--- src/inc/dmr_pkg.sv ---
package dmr_pkg;
    // ----------------------------------------------------------------
    // Mode register addresses
    // ----------------------------------------------------------------
    localparam logic [5:0] MA_RECOVERY = 6'h01;
    localparam logic [5:0] MA_LATENCY  = 6'h02;
    localparam logic [5:0] MA_IFCFG    = 6'h03;
    localparam logic [5:0] MA_THERMAL  = 6'h04;
    localparam logic [5:0] MA_DEVID    = 6'h08;

    // ----------------------------------------------------------------
    // Field positions
    // ----------------------------------------------------------------
    localparam int REC_NWR_LSB   = 4;
    localparam int LAT_RL_LSB    = 0;
    localparam int LAT_WL_LSB    = 3;
    localparam int LAT_WLS_BIT   = 6;
    localparam int LAT_WRLEV_BIT = 7;
    localparam int IF_PUCAL_BIT  = 0;
    localparam int IF_PST_BIT    = 1;
    localparam int IF_PROT_BIT   = 2;
    localparam int IF_PULLDOWN_STRENGTH_LSB   = 3;
    localparam int IF_RDINV_BIT  = 6;
    localparam int IF_WRINV_BIT  = 7;
    localparam int TH_ABORT_BIT  = 3;
    localparam int TH_ENTRY_BIT  = 4;
    localparam int TH_OFFS_LSB   = 5;

    // ----------------------------------------------------------------
    // Reset values and fixed codes
    // ----------------------------------------------------------------
    localparam logic [7:0] REC_RESET       = 8'h00;
    localparam logic [7:0] LAT_RESET       = 8'h00;
    localparam logic [7:0] IFCFG_RESET     = 8'h30;
    localparam logic [2:0] TH_CODE_DEFAULT = 3'h3;
    localparam logic [2:0] TH_CODE_DERATE  = 3'h6;
    localparam logic [1:0] DEVID_TYPE      = 2'h0;
    localparam logic [3:0] DEVID_DENSITY   = 4'h4;
    localparam logic [1:0] DEVID_WIDTH     = 2'h0;
    localparam logic [5:0] BL32_EXTRA      = 6'h08;

    // ----------------------------------------------------------------
    // Latency tables, cycles
    // ----------------------------------------------------------------
    function automatic logic [5:0] dmr_rl_cycles(input logic [2:0] c, input logic inv);
        logic [5:0] plain [8];
        logic [5:0] dbi   [8];
        plain = '{6'd6, 6'd10, 6'd14, 6'd20, 6'd24, 6'd28, 6'd32, 6'd36};
        dbi   = '{6'd6, 6'd12, 6'd16, 6'd22, 6'd28, 6'd32, 6'd36, 6'd40};
        return inv ? dbi[c] : plain[c];
    endfunction : dmr_rl_cycles

    function automatic logic [5:0] dmr_wl_cycles(input logic [2:0] c, input logic set_b);
        logic [5:0] set_a [8];
        logic [5:0] set_bt[8];
        set_a  = '{6'd4, 6'd6, 6'd8, 6'd10, 6'd12, 6'd14, 6'd16, 6'd18};
        set_bt = '{6'd4, 6'd8, 6'd12, 6'd18, 6'd22, 6'd26, 6'd30, 6'd34};
        return set_b ? set_bt[c] : set_a[c];
    endfunction : dmr_wl_cycles

    function automatic logic [5:0] dmr_nwr_cycles(input logic [2:0] c);
        logic [5:0] t [8];
        t = '{6'd6, 6'd10, 6'd16, 6'd20, 6'd24, 6'd30, 6'd34, 6'd40};
        return t[c];
    endfunction : dmr_nwr_cycles

    function automatic logic [5:0] dmr_read_to_precharge_cycles_cycles(input logic [2:0] c);
        logic [5:0] t [8];
        t = '{6'd8, 6'd8, 6'd8, 6'd8, 6'd10, 6'd12, 6'd14, 6'd16};
        return t[c];
    endfunction : dmr_read_to_precharge_cycles_cycles
endpackage : dmr_pkg

--- src/verilog/dmr_regs_top.sv ---
`timescale 1ns/100ps
module dmr_regs_top (
    input  wire logic       CLK_I,
    input  wire logic       SRST_I,
    input  wire logic       MRW_I,
    input  wire logic       MRR_I,
    input  wire logic [5:0] MA_I,
    input  wire logic [7:0] OP_I,
    input  wire logic       SETPOINT_WRITE_SELECT_I,
    input  wire logic       SETPOINT_OPERATE_SELECT_I,
    input  wire logic       INIT_DONE_I,
    input  wire logic [2:0] TEMP_RATE_I,
    input  wire logic       TEMP_HOT_I,
    input  wire logic       TEMP_DERATE_I,
    input  wire logic       CLK_ABOVE_1G6_I,
    input  wire logic       WR_AP_DONE_I,
    input  wire logic       RD_AP_DONE_I,
    input  wire logic       BURST32_I,
    output logic [15:0]     DQ_O,
    output logic            DQ_VALID_O,
    output logic [5:0]      READ_LATENCY_O,
    output logic [5:0]      WRITE_LATENCY_O,
    output logic            READ_INVERSION_ENABLE_O,
    output logic            WRITE_INVERSION_ENABLE_O,
    output logic            WRITE_POSTAMBLE_LONG_O,
    output logic            PULLUP_CAL_POINT_O,
    output logic [2:0]      PULLDOWN_STRENGTH_O,
    output logic            WRITE_LEVELING_O,
    output logic            REPAIR_PROTECT_O,
    output logic            REPAIR_ENTRY_O,
    output logic            SELFREFRESH_ABORT_ENABLE_O,
    output logic            PRECHARGE_START_O
);
    import dmr_pkg::*;

    logic [7:0] rec_reg    [2];
    logic [7:0] lat_reg    [2];
    logic [7:0] ifcfg_reg  [2];
    logic       repair_protect_reg;
    logic       repair_entry_reg;
    logic       abort_reg;
    logic [1:0] offset_reg;
    logic [2:0] code_reg;
    logic [2:0] code_next;
    logic       tuf_reg;
    logic [7:0] rdata_next;
    logic [7:0] lat_op;
    logic [7:0] ifcfg_op;
    logic [5:0] nwr_op;
    logic [5:0] read_to_precharge_cycles_op;
    logic       sw;
    logic       so;
    logic       wr_thermal;
    logic       rd_thermal;

    assign sw         = SETPOINT_WRITE_SELECT_I;
    assign so         = SETPOINT_OPERATE_SELECT_I;
    assign wr_thermal = MRW_I && (MA_I == MA_THERMAL);
    assign rd_thermal = MRR_I && (MA_I == MA_THERMAL);

    // ----------------------------------------------------------------
    // Set-point copies
    // ----------------------------------------------------------------
    always_ff @(posedge CLK_I) begin
        if (SRST_I) begin
            rec_reg   <= '{REC_RESET, REC_RESET};
            lat_reg   <= '{LAT_RESET, LAT_RESET};
            ifcfg_reg <= '{IFCFG_RESET, IFCFG_RESET};
        end else if (MRW_I) begin
            case (MA_I)
                MA_RECOVERY: rec_reg[sw]   <= OP_I;
                MA_LATENCY:  lat_reg[sw]   <= OP_I;
                MA_IFCFG:    ifcfg_reg[sw] <= OP_I;
                default: ;
            endcase
        end
    end

    // ----------------------------------------------------------------
    // Repair protection and thermal writes
    // ----------------------------------------------------------------
    always_ff @(posedge CLK_I) begin
        if (SRST_I) begin
            repair_protect_reg <= 1'b0;
        end else if (MRW_I && (MA_I == MA_IFCFG) && OP_I[IF_PROT_BIT]) begin
            repair_protect_reg <= 1'b1;
        end
    end

    always_ff @(posedge CLK_I) begin
        if (SRST_I) begin
            repair_entry_reg <= 1'b0;
            abort_reg        <= 1'b0;
            offset_reg       <= 2'h0;
        end else if (wr_thermal) begin
            abort_reg  <= OP_I[TH_ABORT_BIT];
            offset_reg <= OP_I[TH_OFFS_LSB +: 2];
            if (!(OP_I[TH_ENTRY_BIT] && repair_protect_reg)) begin
                repair_entry_reg <= OP_I[TH_ENTRY_BIT];
            end
        end
    end

    // ----------------------------------------------------------------
    // Refresh rate code and update flag
    // ----------------------------------------------------------------
    always_comb begin
        code_next = code_reg;
        if (INIT_DONE_I) begin
            if (TEMP_DERATE_I) begin
                code_next = TH_CODE_DERATE;
            end else begin
                code_next = {TEMP_HOT_I, TEMP_RATE_I[1:0]};
            end
        end
    end

    always_ff @(posedge CLK_I) begin
        if (SRST_I) begin
            code_reg <= TH_CODE_DEFAULT;
        end else begin
            code_reg <= code_next;
        end
    end

    always_ff @(posedge CLK_I) begin
        if (SRST_I) begin
            tuf_reg <= 1'b0;
        end else if (code_next != code_reg) begin
            tuf_reg <= 1'b1;
        end else if (rd_thermal) begin
            tuf_reg <= 1'b0;
        end
    end

    // ----------------------------------------------------------------
    // Mode register read
    // ----------------------------------------------------------------
    always_comb begin
        case (MA_I)
            MA_RECOVERY: rdata_next = rec_reg[sw];
            MA_LATENCY:  rdata_next = lat_reg[sw];
            MA_IFCFG: begin
                rdata_next              = ifcfg_reg[sw];
                rdata_next[IF_PROT_BIT] = repair_protect_reg;
            end
            MA_THERMAL:  rdata_next = {tuf_reg, offset_reg, repair_entry_reg,
                                       abort_reg, code_reg};
            MA_DEVID:    rdata_next = {DEVID_WIDTH, DEVID_DENSITY,
                                       DEVID_TYPE};
            default:     rdata_next = 8'h00;
        endcase
    end

    always_ff @(posedge CLK_I) begin
        if (SRST_I) begin
            DQ_O       <= 16'h0000;
            DQ_VALID_O <= 1'b0;
        end else begin
            DQ_VALID_O <= MRR_I;
            if (MRR_I) begin
                DQ_O <= {8'h00, rdata_next};
            end
        end
    end

    // ----------------------------------------------------------------
    // Operating copy decode
    // ----------------------------------------------------------------
    assign lat_op   = lat_reg[so];
    assign ifcfg_op = ifcfg_reg[so];
    assign nwr_op   = dmr_nwr_cycles(rec_reg[so][REC_NWR_LSB +: 3]);
    assign read_to_precharge_cycles_op  = dmr_read_to_precharge_cycles_cycles(lat_op[LAT_RL_LSB +: 3]);

    always_ff @(posedge CLK_I) begin
        if (SRST_I) begin
            READ_LATENCY_O           <= 6'h00;
            WRITE_LATENCY_O          <= 6'h00;
            READ_INVERSION_ENABLE_O  <= 1'b0;
            WRITE_INVERSION_ENABLE_O <= 1'b0;
            WRITE_POSTAMBLE_LONG_O   <= 1'b0;
            PULLUP_CAL_POINT_O       <= 1'b0;
            PULLDOWN_STRENGTH_O      <= 3'h0;
            WRITE_LEVELING_O         <= 1'b0;
        end else begin
            READ_LATENCY_O <= dmr_rl_cycles(lat_op[LAT_RL_LSB +: 3],
                                            ifcfg_op[IF_RDINV_BIT]);
            WRITE_LATENCY_O <= dmr_wl_cycles(lat_op[LAT_WL_LSB +: 3],
                                             lat_op[LAT_WLS_BIT]);
            READ_INVERSION_ENABLE_O  <= ifcfg_op[IF_RDINV_BIT];
            WRITE_INVERSION_ENABLE_O <= ifcfg_op[IF_WRINV_BIT];
            WRITE_POSTAMBLE_LONG_O   <= ifcfg_op[IF_PST_BIT] && CLK_ABOVE_1G6_I;
            PULLUP_CAL_POINT_O       <= ifcfg_op[IF_PUCAL_BIT];
            PULLDOWN_STRENGTH_O      <= ifcfg_op[IF_PULLDOWN_STRENGTH_LSB +: 3];
            WRITE_LEVELING_O         <= lat_op[LAT_WRLEV_BIT];
        end
    end

    always_ff @(posedge CLK_I) begin
        if (SRST_I) begin
            REPAIR_PROTECT_O           <= 1'b0;
            REPAIR_ENTRY_O             <= 1'b0;
            SELFREFRESH_ABORT_ENABLE_O <= 1'b0;
        end else begin
            REPAIR_PROTECT_O           <= repair_protect_reg;
            REPAIR_ENTRY_O             <= repair_entry_reg;
            SELFREFRESH_ABORT_ENABLE_O <= abort_reg;
        end
    end

    // ----------------------------------------------------------------
    // Auto-precharge timing
    // ----------------------------------------------------------------
    dmr_ap_timer u_ap_timer (
        .clk_i     (CLK_I),
        .srst_i    (SRST_I),
        .wr_done_i (WR_AP_DONE_I),
        .rd_done_i (RD_AP_DONE_I),
        .burst32_i (BURST32_I),
        .nwr_i     (nwr_op),
        .read_to_precharge_cycles_i    (read_to_precharge_cycles_op),
        .start_o   (PRECHARGE_START_O)
    );

    // ----------------------------------------------------------------
    // Checks
    // ----------------------------------------------------------------
    chk_protect_sticky: assert property (@(posedge CLK_I) disable iff (SRST_I)
        $past(repair_protect_reg) |-> repair_protect_reg)
        else $error("repair protection dropped");
    chk_entry_blocked: assert property (@(posedge CLK_I) disable iff (SRST_I)
        (wr_thermal && OP_I[TH_ENTRY_BIT] && repair_protect_reg && !repair_entry_reg)
        |=> ##1 !REPAIR_ENTRY_O)
        else $error("repair entry accepted while protected");
    chk_entry_write: assert property (@(posedge CLK_I) disable iff (SRST_I)
        (wr_thermal && !repair_protect_reg) |=> ##1 REPAIR_ENTRY_O == $past(OP_I[TH_ENTRY_BIT], 2))
        else $error("repair entry not following write");
    chk_thermal_mask: assert property (@(posedge CLK_I) disable iff (SRST_I)
        wr_thermal |=> code_reg == $past(code_next) && abort_reg == $past(OP_I[TH_ABORT_BIT])
        && offset_reg == $past(OP_I[TH_OFFS_LSB +: 2]))
        else $error("thermal write bits wrong");
    chk_entry_exit: assert property (@(posedge CLK_I) disable iff (SRST_I)
        (wr_thermal && !OP_I[TH_ENTRY_BIT]) |=> !repair_entry_reg)
        else $error("repair entry not left on write of 0");
    chk_code_hold: assert property (@(posedge CLK_I) disable iff (SRST_I)
        !INIT_DONE_I |=> code_reg == $past(code_reg))
        else $error("refresh code moved before initialization");
    chk_read_strobe: assert property (@(posedge CLK_I) disable iff (SRST_I)
        MRR_I |=> DQ_VALID_O && DQ_O[15:8] == 8'h00)
        else $error("read answer missing or upper lines driven");
    chk_valid_pulse: assert property (@(posedge CLK_I) disable iff (SRST_I)
        DQ_VALID_O |-> $past(MRR_I))
        else $error("read valid without read command");
    chk_tuf_clear: assert property (@(posedge CLK_I) disable iff (SRST_I)
        (rd_thermal && code_next == code_reg) |=> !tuf_reg)
        else $error("update flag not cleared by read");
    chk_tuf_set: assert property (@(posedge CLK_I) disable iff (SRST_I)
        (code_next != code_reg) |=> tuf_reg && code_reg != $past(code_reg))
        else $error("update flag missed code change");
    chk_derate_code: assert property (@(posedge CLK_I) disable iff (SRST_I)
        (INIT_DONE_I && TEMP_DERATE_I) |=> code_reg == 3'h6)
        else $error("derating code not reported");
    chk_hot_topbit: assert property (@(posedge CLK_I) disable iff (SRST_I)
        (INIT_DONE_I && TEMP_HOT_I) |=> code_reg[2])
        else $error("hot code without top bit");
    chk_devid_read: assert property (@(posedge CLK_I) disable iff (SRST_I)
        (MRR_I && MA_I == MA_DEVID) |=> DQ_VALID_O && DQ_O == 16'h0010)
        else $error("identification read wrong");
    chk_postamble: assert property (@(posedge CLK_I) disable iff (SRST_I)
        WRITE_POSTAMBLE_LONG_O |-> $past(CLK_ABOVE_1G6_I))
        else $error("long postamble at low clock");
    chk_inactive_copy: assert property (@(posedge CLK_I) disable iff (SRST_I)
        (MRW_I && MA_I == MA_LATENCY && sw != so) ##1 $stable(so) ##1 $stable(so)
        |-> $stable(WRITE_LATENCY_O))
        else $error("inactive copy changed behaviour");
    cov_tuf_read: cover property (@(posedge CLK_I) disable iff (SRST_I)
        tuf_reg ##1 rd_thermal ##1 !tuf_reg);
    cov_protect_block: cover property (@(posedge CLK_I) disable iff (SRST_I)
        wr_thermal && OP_I[TH_ENTRY_BIT] && repair_protect_reg);
    cov_setb_latency: cover property (@(posedge CLK_I) disable iff (SRST_I)
        MRW_I && MA_I == MA_LATENCY && OP_I[LAT_WLS_BIT]);
endmodule : dmr_regs_top

--- src/verilog/dmr_ap_timer.sv ---
`timescale 1ns/100ps
module dmr_ap_timer (
    input  wire logic       clk_i,
    input  wire logic       srst_i,
    input  wire logic       wr_done_i,
    input  wire logic       rd_done_i,
    input  wire logic       burst32_i,
    input  wire logic [5:0] nwr_i,
    input  wire logic [5:0] read_to_precharge_cycles_i,
    output logic            start_o
);
    import dmr_pkg::*;

    typedef enum logic [0:0] {
        AP_IDLE  = 1'b0,
        AP_COUNT = 1'b1
    } dmr_ap_state_t;

    dmr_ap_state_t state_reg;
    logic [5:0]    cnt_reg;
    logic [5:0]    load_next;

    // ----------------------------------------------------------------
    // Delay selection
    // ----------------------------------------------------------------
    always_comb begin
        load_next = nwr_i;
        if (!wr_done_i) begin
            load_next = burst32_i ? 6'(read_to_precharge_cycles_i + BL32_EXTRA) : read_to_precharge_cycles_i;
        end
    end

    // ----------------------------------------------------------------
    // Counter
    // ----------------------------------------------------------------
    always_ff @(posedge clk_i) begin
        if (srst_i) begin
            state_reg <= AP_IDLE;
            cnt_reg   <= 6'h00;
            start_o   <= 1'b0;
        end else begin
            start_o <= (state_reg == AP_COUNT) && (cnt_reg == 6'h01);
            if (wr_done_i || rd_done_i) begin
                state_reg <= AP_COUNT;
                cnt_reg   <= load_next;
            end else begin
                case (state_reg)
                    AP_COUNT: begin
                        cnt_reg <= 6'(cnt_reg - 6'h01);
                        if (cnt_reg == 6'h01) begin
                            state_reg <= AP_IDLE;
                        end
                    end
                    default: state_reg <= AP_IDLE;
                endcase
            end
        end
    end

    chk_ap_fire_time: assert property (@(posedge clk_i) disable iff (srst_i)
        start_o |-> $past(state_reg) == AP_COUNT && $past(cnt_reg) == 6'h01)
        else $error("precharge start without expired count");
    chk_ap_read_load: assert property (@(posedge clk_i) disable iff (srst_i)
        (rd_done_i && !wr_done_i)
        |=> cnt_reg == $past(burst32_i ? 6'(read_to_precharge_cycles_i + BL32_EXTRA) : read_to_precharge_cycles_i))
        else $error("read precharge delay loaded wrong");
    chk_ap_write_load: assert property (@(posedge clk_i) disable iff (srst_i)
        wr_done_i |=> cnt_reg == $past(nwr_i))
        else $error("write recovery delay loaded wrong");
    cov_ap_bl32: cover property (@(posedge clk_i) disable iff (srst_i)
        rd_done_i && burst32_i ##[1:30] start_o);
endmodule : dmr_ap_timer

--- config.mk ---
export PLATFORM = sky130hd
export DESIGN_NAME = dmr_regs_top
export DESIGN_NICKNAME = d
export VERILOG_FILES = /design/src/inc/dmr_pkg.sv /design/src/verilog/dmr_regs_top.sv /design/src/verilog/dmr_ap_timer.sv
export SDC_FILE = /design/constraint.sdc
export NUM_CORES = 1
export LEC_CHECK = 0
export BUFFER_PORTS_ARGS = -buffer_cell sky130_fd_sc_hd__buf_4
export CAP_MARGIN = 20
export CELL_PAD_IN_SITES_DETAIL_PLACEMENT = 0
export CELL_PAD_IN_SITES_GLOBAL_PLACEMENT = 1
export CORE_MARGIN = 2
export CORE_UTILIZATION = 39
export DETAILED_ROUTE_END_ITERATION = 8
export PLACE_DENSITY = 0.75
export SLEW_MARGIN = 15
export SYNTH_ARGS = -nofsm -noshare
export SYNTH_HDL_FRONTEND = slang
export SYNTH_HIERARCHICAL = 1
export SYNTH_SLANG_ARGS = --single-unit
--- constraint.sdc ---
create_clock -name CLK_I -period 6.6 [get_ports CLK_I]
set_input_delay 1.32 -clock CLK_I [delete_from_list [all_inputs] [get_ports CLK_I]]
set_output_delay 1.32 -clock CLK_I [all_outputs]
set_load 0.03 [all_outputs]
==> flow_summary.yaml, run 1 <==
status:
  status: "complete, no violations"
critical_path:
  startpoint_type: "input port"
  startpoint: "SETPOINT_OPERATE_SELECT_I"
  r2r_slack_ns: 4.28
  reg2reg_from: "lat_reg[1]"
  rr_worst_depth: 9
  critPathArrivalTime_ns: 3.66
  crit_path_max_fanout: 21
  required_ns: 6.86
  critPathCaptureType: "flip-flop"
  r2r-end: "u_ap_timer/cnt_reg[5]"
  critPathKind: "input port to flip-flop"
  endpoint: "u_ap_timer/cnt_reg[5]"
finish:
  utilization_pct: 46.98
  fill_cells: 1116
  finalNetCount: 585
  stdcell_area_sq_um: 5410
  drive_gt1_share_pct: 20.40
  final_cell_count_no_fill: 687
  area_growth_pct: 16.11
  diodes: 0
floorplanning:
  start_util_pct: 40.46
  ioPinCount: 71
  dieWidth_um: 113.3
  row_count: 39
  coreArea_sq_um: 11520
  dieArea_sq_um: 12840
  die_h_um: 113.3
power_and_ir_drop:
  power_density_nw_per_um2: 230.6
  p_int_mw: 0.9503
  p_sw_mw: 0.2973
  power_frac_comb_pct: 9.0
  seqPwrFrac_pct: 46.4
  switching_share_pct: 23.83
  leakage_nw: 2.547
  peakVddDrop_v: 0.0001314
  p_clk_share_pct: 44.5
cts:
  hold_buffers: 0
  cts_resized: 0
  post_cts_buffers: 0
  clock-sinks: 93
  root_buffer: "clkbuf_16"
  clk_path_buf_depth: 2
  htree_levels: 3
  clk_pin_slew_ns: 0.07
  clk_latency_ns: 0.35
  cts_made_buffers: 9
  cts_tree: "yes"
synthesis:
  synthFlopType: "dfxtp_1"
  syn_area_per_cell_sq_um: 9.375
  synth_top_area_cell: "dfxtp_1"
  ys_ff_latch: 93
  netlist_instances: 497
  syn-cell-area_sq_um: 4659
  yosysWarnings: 6
  synth_top_cells_by_area: "dfxtp_1, mux2i_1, nor2_1, mux2_2, ha_1"
  synthDistinctLibCells: 60
  synth-async-reset-ratio_pct: 0
  synth_edf_count: 0
  synthTopCellsByCount: "dfxtp_1, nor2_1, mux2i_1, nand2_1, nand3_1"
  yosysMostFrequentCell: "dfxtp_1"
  yosysTopAreaCellShare_pct: 39.96
  seq_area_frac_synth_pct: 39.96
placement:
  port_buffers: 59
  routabilityCongestion: 0.8316
  dpl.cell_count: 673
  dp_hpwl_mm: 7.895
  dpl_cell_area_sq_um: 5097
timing:
  skew_ns: 0.007940
  fin_setup_tns_ns: 0
  post-route-min-period_ns: 3.395
  rsz0062_at_grt: "false"
  timing.fmax_mhz: 294.6
  finalCritPeriodShare_pct: 51.44
  slew_headroom_pct: 42.82
  worstMarginPinSlew_ns: 0.8576
  drv_slew: 0
  finalHoldViolations: 0
  setup_viol: 0
global_route:
  grt_pass1_vias: 3461
  grt_usage_pct: 18.22
  antenna_found_initial: 0
  grt_max_degree: 84
  grt_overflow_total: 0
  grt_pass1_wl_mm: 18.23
route:
  drc: 0
  vias: 3641
  drt_iter0_drc: 192
  first_pass_iters: 6
  wl_per_cell_um: 16.39
  wirelength_mm: 11.26
  via_per_inst: 5.300
  ant_nets: 0
hold_path:
  hold_path_depth: 2
  hold_path.class: "flip-flop to flip-flop"
run:
  maxCapViolCount: 0
==> area by class of cell <==
class / count / area, sq um / area share, %
inverters: 13 / 48.80 / 0.9019
well taps: 143 / 178.9 / 3.307
repair buffers: 59 / 442.9 / 8.187
clock buffers: 10 / 239.0 / 4.417
multi-input cells: 365 / 2565 / 47.41
clock inverters: 4 / 73.82 / 1.364
flip-flops and latches: 93 / 1862 / 34.41
==> through the flow <==
| step | total power, mW | setup slack [ns] | hold slack [ns] |
|---|---|---|---|
| 2_1_floorplan | 0.6703 | 3.342 | 0.4364 |
| 3_5_place_dp | 0.7048 | 2.853 | 0.4511 |
| 4_1_cts | 1.258 | 3.209 | 0.4600 |
| 6_report | 1.248 | 3.205 | 0.4620 |
| 3_3_place_gp | 0.7034 | 2.898 | 0.4472 |
| 5_1_grt | 1.288 | 2.957 | 0.4749 |
==> worst max-delay path, cell delays in order <==
cell and delay, ns:
buf_4 0.32, mux2i_1 0.54, inv_1 0.21, ha_1 0.27
nand2_1 0.13, ha_1 0.18, nand2_2 0.05, xor2_1 0.13
a211o_1 0.30, a221oi_2 0.19
==> power by group through the flow <==
stage	Clock [mW]	Sequential, mW	Combinational (mW)
after floorplan	0	0.598	0.0725
after global routing	0.586	0.580	0.122
after detailed placement	0	0.592	0.113
final	0.556	0.579	0.113
after CTS	0.565	0.579	0.113
after global placement	0	0.591	0.112
==> kinds of logic after synthesis <==
group           share of synthesized area [%]
compound gates                          9.990
xor+xnor                               0.7520
fa+ha+maj                               3.759
buf+inv                                 5.961
flops                                   39.96
mux                                     19.84
other cells                           0.08048
simple gates                            19.66
==> how the worst min path moves through the flow <==
stage,start,end,slack [ns]
floorplan,offset_reg[0],offset_reg[0],0.44
global placement,offset_reg[1],offset_reg[1],0.45
detailed placement,offset_reg[1],offset_reg[1],0.45
CTS,offset_reg[0],offset_reg[0],0.46
global route,offset_reg[0],offset_reg[0],0.47
finish,offset_reg[1],offset_reg[1],0.46
==> per-layer routing <==
layer	share of wire [%]	up-vias	GRT usage [%]	routed length, um
li1	-	1828	-	-
met1	47	1729	24.34	5285
met2	47	72	29.54	5323
met3	4.0	12	3.107	455
met4	1.7	0	6.911	195
met5	0	-	0	0
==> cell usage in the layout, fill, tap and decap left out, drive strengths merged, types with 3 or more instances in the layout <==
cell type  instances
inv               13
mux2i             65
mux2              22
nor3b              5
and2               4
nand4              3
nor2              67
a211oi             6
nor3              17
a311oi             7
buf               59
dfxtp             93
clkbuf            10
a21oi             18
a221oi             8
nor2b              5
xor2               3
o211ai             4
o21ai              8
nand3             25
nand2             37
conb              13
ha                14
Note: power is estimated with default switching activity, not from simulation.
==> run 2: changes to the inputs <==
- ABC_AREA: unset -> 1
- CORE_UTILIZATION: 39 -> 37
- PLACE_DENSITY: 0.75 -> 0.78
- clock period: 6.6 -> 2.9 ns (I/O delays scaled with it)
==> run 2 against run 1 <==
  * Via count up 20%
  * Design area rose by 3.1%
  * Total power increased by 130%
  * Clock power up 110%
  * Sequential share of layout area is 1.0 points lower
  * Synthesized area grew 2.0%
  * Utilization is 2.6 points lower
  * Wire length up 9.3%
  * Combinational power grew to 3.1 times the previous value
  * Critical endpoint is now u_ap_timer/cnt_reg[4]
  * Largest cell class unchanged
==> flow_summary.yaml, run 2 <==
status:
  status: "complete, no violations"
run:
  maxCapViolCount: 0
timing:
  finalCritPeriodShare_pct: 73.46
  finalHoldViolations: 0
  holdWs_ns: 0.4553
  slew_headroom_pct: 63.09
  fin_setup_tns_ns: 0
  skew_ns: 0.008105
  drv_slew: 0
  post-route-min-period_ns: 2.130
  timing.fmax_mhz: 469.4
  setup_viol: 0
  worst_slack_ns: 0.7696
  rsz0062_at_grt: "false"
  worstMarginPinSlew_ns: 0.5479
route:
  wirelength_mm: 12.31
  drc: 0
  dr_wl_met3_um: 495
  wl_met1_mm: 5.815
  wl_per_cell_um: 13.62
  ant_nets: 0
  routed.top_layer: "met4"
  drt_iter0_drc: 342
  via_per_inst: 4.832
  first_pass_iters: 5
  wl_met2_mm: 5.882
  vias: 4368
synthesis:
  synth_top_cells_by_area: "dfxtp_1, nand2_1, nor2_1, o21ai_0, nand3_1"
  syn_area_per_cell_sq_um: 7.054
  synthDistinctLibCells: 38
  synth_edf_count: 0
  yosysWarnings: 6
  synthTopCellsByCount: "nand2_1, nor2_1, dfxtp_1, o21ai_0, nand3_1"
  seq_area_frac_synth_pct: 39.16
  yosysMostFrequentCell: "nand2_1"
  synth-async-reset-ratio_pct: 0
  netlist_instances: 674
  syn-cell-area_sq_um: 4755
  synthFlopType: "dfxtp_1"
  yosysTopAreaCellShare_pct: 39.16
  ys_ff_latch: 93
  synth_top_area_cell: "dfxtp_1"
floorplanning:
  row_count: 41
  start_util_pct: 37.83
  ioPinCount: 71
  dieWidth_um: 117.4
  dieArea_sq_um: 13770
  die_h_um: 117.4
  coreArea_sq_um: 12570
placement:
  dpl_worst_slack_ns: 0.4013
  routabilityCongestion: 0.7958
  port_buffers: 59
  dp_hpwl_mm: 8.838
critical_path:
  r2r-end: "u_ap_timer/cnt_reg[4]"
  r2r_slack_ns: 0.94
  startpoint_type: "input port"
  crit_path_max_fanout: 18
  startpoint: "SETPOINT_OPERATE_SELECT_I"
  critPathArrivalTime_ns: 2.35
  required_ns: 3.12
  reg2reg_from: "lat_reg[0]"
  rr_worst_depth: 14
  critPathKind: "input port to flip-flop"
  critPathCaptureType: "flip-flop"
finish:
  diodes: 0
  final_common_cell: "nand2_1"
  multiInputGateArea_sq_um: 2449
  final_cell_mix: "nand2_1, nor2_1, dfxtp_1"
  fill_cells: 1332
  drive_gt1_share_pct: 16.94
  seqCellArea_sq_um: 1862
  finalNetCount: 771
  area_growth_pct: 17.32
cts:
  cts_resized: 0
  cts_tree: "yes"
  post_cts_buffers: 0
  clk_path_buf_depth: 2
  clock-sinks: 93
  clk_latency_ns: 0.35
  htree_levels: 3
  hold_buffers: 0
  cts_made_buffers: 9
  root_buffer: "clkbuf_16"
  clk_pin_slew_ns: 0.07
hold_path:
  hold_path.class: "flip-flop to flip-flop"
  hold_path_end: "SELFREFRESH_ABORT_ENABLE_O"
  min_from: "abort_reg"
  hold_path_depth: 2
global_route:
  grt_pass1_vias: 3963
  grt_max_degree: 42
  antenna_found_initial: 0
  grt_pass1_wl_mm: 19.85
  grt_overflow_total: 0
  grt_usage_pct: 18.09
power_and_ir_drop:
  peakVddDrop_v: 0.0004006
  total_power_mw: 2.857
  leakage_nw: 2.460
  power_density_nw_per_um2: 512.3
-- run 2: metal layers --
metal	track usage, %	vias up
met5	0	-
met4	5.045	0
met3	4.037	8
met2	29.61	88
met1	24.03	2009
li1	-	2263
-- run 2: final cells by class --
class	instances	share of cell area (%)
Clock buffer	11	4.172
Sequential cell	93	33.38
Inverter	65	4.733
Tap cell	172	3.858
Clock inverter	5	1.077
Multi-Input combinational cell	492	43.90
Timing Repair Buffer	66	8.883
-- run 2: through the flow --
stage,utilization [%],std cells,area [sq um]
finish,44.38,904,5578
CTS,44.38,904,5578
detailed placement,42.05,888,5285
global route,44.38,904,5578
global placement,42.05,888,5285
floorplan,-,687,4803
-- run 2: worst max-delay path by stage --
stage / endpoint / slack (ns) / depth (start not counted)
finish: u_ap_timer/cnt_reg[4] / 0.77 / 16
global route: u_ap_timer/cnt_reg[5] / 0.60 / 16
CTS: u_ap_timer/cnt_reg[4] / 0.78 / 16
detailed placement: u_ap_timer/cnt_reg[4] / 0.40 / 16
global placement: u_ap_timer/cnt_reg[4] / 0.44 / 16
floorplan: u_ap_timer/cnt_reg[4] / 0.55 / 13
-- run 2: critical path, stage by stage --
cell,delay [ns]
buf_4,0.21
inv_2,0.05
or2_2,0.28
o21ai_2,0.10
inv_1,0.11
ha_1,0.18
inv_1,0.07
nor2_1,0.08
inv_1,0.09
ha_1,0.23
inv_1,0.05
nand2_1,0.05
o211ai_2,0.07
nand3_2,0.08
nand2_2,0.07
a21oi_2,0.04
-- run 2: cells by family after synthesis --
group	Yosys count	synth area share (%)
and+or+nand+nor	323	30.63
other	1	0.07887
AOI/OAI and AO/OA	140	15.89
xor gates and xnor gates	1	0.1842
adders and majority gates	14	3.684
buffers and inverters	102	10.37
DFF	93	39.16
-- run 2: report_power, final --
part | internal [mW] | switching (mW) | total (mW)
Combinational | 0.112 | 0.233 | 0.345
Sequential | 1.31 | 0.0193 | 1.33
Clock | 0.672 | 0.513 | 1.19
Total | 2.09 | 0.766 | 2.86
==> run 3: changes to the inputs <==
- clock period: 2.9 -> 1.8 ns (I/O delays scaled with it)
==> run 3 against run 2 <==
  * Critical path type is now flip-flop to flip-flop
  * Non-clock buffer count increased by 25
  * Total power increased by 63%
  * Setup slack got worse by 0.70 ns
  * Global-route usage increased by 0.60 points
  * Register-to-register slack got worse by 0.87 ns
  * Utilization increased by 2.2 points
  * Wire length increased by 0.75%
  * Clock power increased by 62%
  * Hold slack got worse by 0.18 ns
  * Via count increased by 1.6%
==> flow_summary.yaml, run 3 (synthesis results as in run 2) <==
status:
  status: "complete, no violations"
finish:
  final_common_cell: "nand2_1"
  multiInputGateArea_sq_um: 2482
  fill_cells: 1284
  drive_gt1_share_pct: 20.63
  finalNetCount: 796
  final_cell_mix: "nand2_1, nor2_1, dfxtp_1"
  area_growth_pct: 23.05
  diodes: 0
  seqCellArea_sq_um: 1862
  stdcell_area_sq_um: 5851
  final_cell_count_no_fill: 928
power_and_ir_drop:
  total_power_mw: 4.652
  power_density_nw_per_um2: 795.2
  leakage_nw: 2.600
  peakVddDrop_v: 0.0005245
floorplanning:
  dieArea_sq_um: 13770
  die_h_um: 117.4
  row_count: 41
  coreArea_sq_um: 12570
  start_util_pct: 37.83
  dieWidth_um: 117.4
  ioPinCount: 71
route:
  via_per_inst: 4.784
  first_pass_iters: 5
  drc: 0
  wirelength_mm: 12.40
  drt_iter0_drc: 265
  wl_per_cell_um: 13.37
  vias: 4440
  ant_nets: 0
critical_path:
  required_ns: 2.02
  crit_slowest_cell: "dfxtp_1"
  r2r-end: "u_ap_timer/cnt_reg[4]"
  critPathCaptureType: "flip-flop"
  startpoint_type: "flip-flop"
  crit_path_max_fanout: 3
  crit_chain: "or2_4 -> o21ai_4 -> inv_2 -> ha_4 -> inv_4 -> nor2_4 -> inv_2 -> ha_1 -> inv_1 -> nand2_1 -> o211ai_2 -> nand3_2 -> nand2_2 -> a21oi_2"
  reg2reg_from: "lat_reg[0]"
  rr_worst_depth: 14
  critPathKind: "flip-flop to flip-flop"
  cp_common_cell: "inv_2"
  r2r_slack_ns: 0.07
  worst-path-stages: 14
  cpPeakStageDelay_ns: 0.34
  path_delay_family: "simple AND/OR/NAND/NOR gates"
  critPathBufInv: 4
  critPathArrivalTime_ns: 1.96
cts:
  htree_levels: 3
  cts_tree: "yes"
  cts_made_buffers: 9
  root_buffer: "clkbuf_16"
  clock-sinks: 93
  clk_latency_ns: 0.35
  post_cts_buffers: 0
  clk_path_buf_depth: 2
  clk_pin_slew_ns: 0.07
  hold_buffers: 0
  cts_resized: 0
hold_path:
  hold_path.class: "input port to flip-flop"
  hold_path_end: "WRITE_POSTAMBLE_LONG_O"
  hold_path_depth: 3
  min_from: "CLK_ABOVE_1G6_I"
run:
  maxCapViolCount: 0
global_route:
  grt_max_degree: 48
  grt_usage_pct: 18.69
  grt_pass1_vias: 4155
  antenna_found_initial: 0
  grt_overflow_total: 0
  grt_pass1_wl_mm: 20.66
timing:
  drv_slew: 0
  finalHoldViolations: 0
  post-route-min-period_ns: 1.734
  rsz0062_at_grt: "false"
  timing.fmax_mhz: 576.8
  setup_viol: 0
  skew_ns: 0.007518
  finalCritPeriodShare_pct: 96.32
placement:
  dpl_cell_area_sq_um: 5552
  routabilityCongestion: 0.8067
  dp_hpwl_mm: 9.109
  dpl.cell_count: 913
  port_buffers: 59
## run 3: cell count changes in the layout (fill, tap and decap cells not counted), sizes merged
cell,before,now
buf,66,91
clkbuf,11,10
## run 3: final cells by class
class,instances,share of cell area (%)
clock buffer,10,4.085
clock inverter,5,1.027
inverter,65,4.641
multi-input combinational,492,42.43
sequential,93,31.82
tap,172,3.678
timing repair buffer,91,12.32
## run 3: where the power goes
group | total (mW) | switching [mW] | internal, mW
Clock | 1.93 | 0.815 | 1.11
Combinational | 0.590 | 0.379 | 0.211
Sequential | 2.14 | 0.0290 | 2.11
## run 3: worst max-delay path by stage
stage | startpoint | to | slack (ns)
global placement | SETPOINT_OPERATE_SELECT_I | u_ap_timer/cnt_reg[4] | -0.1
detailed placement | SETPOINT_OPERATE_SELECT_I | u_ap_timer/cnt_reg[4] | -0.12
floorplan | SETPOINT_OPERATE_SELECT_I | u_ap_timer/cnt_reg[4] | -0.06
CTS | lat_reg[0] | u_ap_timer/cnt_reg[4] | 0.06
finish | lat_reg[0] | u_ap_timer/cnt_reg[4] | 0.07
global route | lat_reg[0] | u_ap_timer/cnt_reg[5] | 0.001
## run 3: through the flow
step / hold WS (ns) / util [%] / setup TNS (ns) / setup WS, ns
floorplan: 0.4224 / - / -0.05968 / -0.05968
global placement: 0.4411 / 44.17 / -0.3604 / -0.09739
detailed placement: 0.4474 / 44.17 / -0.6640 / -0.1205
CTS: 0.2680 / 46.55 / 0 / 0.06010
global route: 0.2958 / 46.55 / 0 / 0.001461
finish: 0.2794 / 46.55 / 0 / 0.06617
## run 3: worst register-to-register path: cells and delay by family, from the launching register on
family / cells / cell delay [ns]
AOI/OAI and AO/OA: 3 / 0.17
adders and majority gates: 2 / 0.38
buffers and inverters: 4 / 0.23
DFF: 1 / 0.34
and+or+nand+nor: 5 / 0.51
## run 3: layer usage
metal | global-route usage (%) | vias to the layer above | part of all wire, %
li1 | - | 2315 | -
met1 | 24.82 | 2004 | 48
met2 | 28.80 | 99 | 45
met3 | 3.259 | 22 | 4.0
met4 | 10.32 | 0 | 3.4
met5 | 0 | - | 0
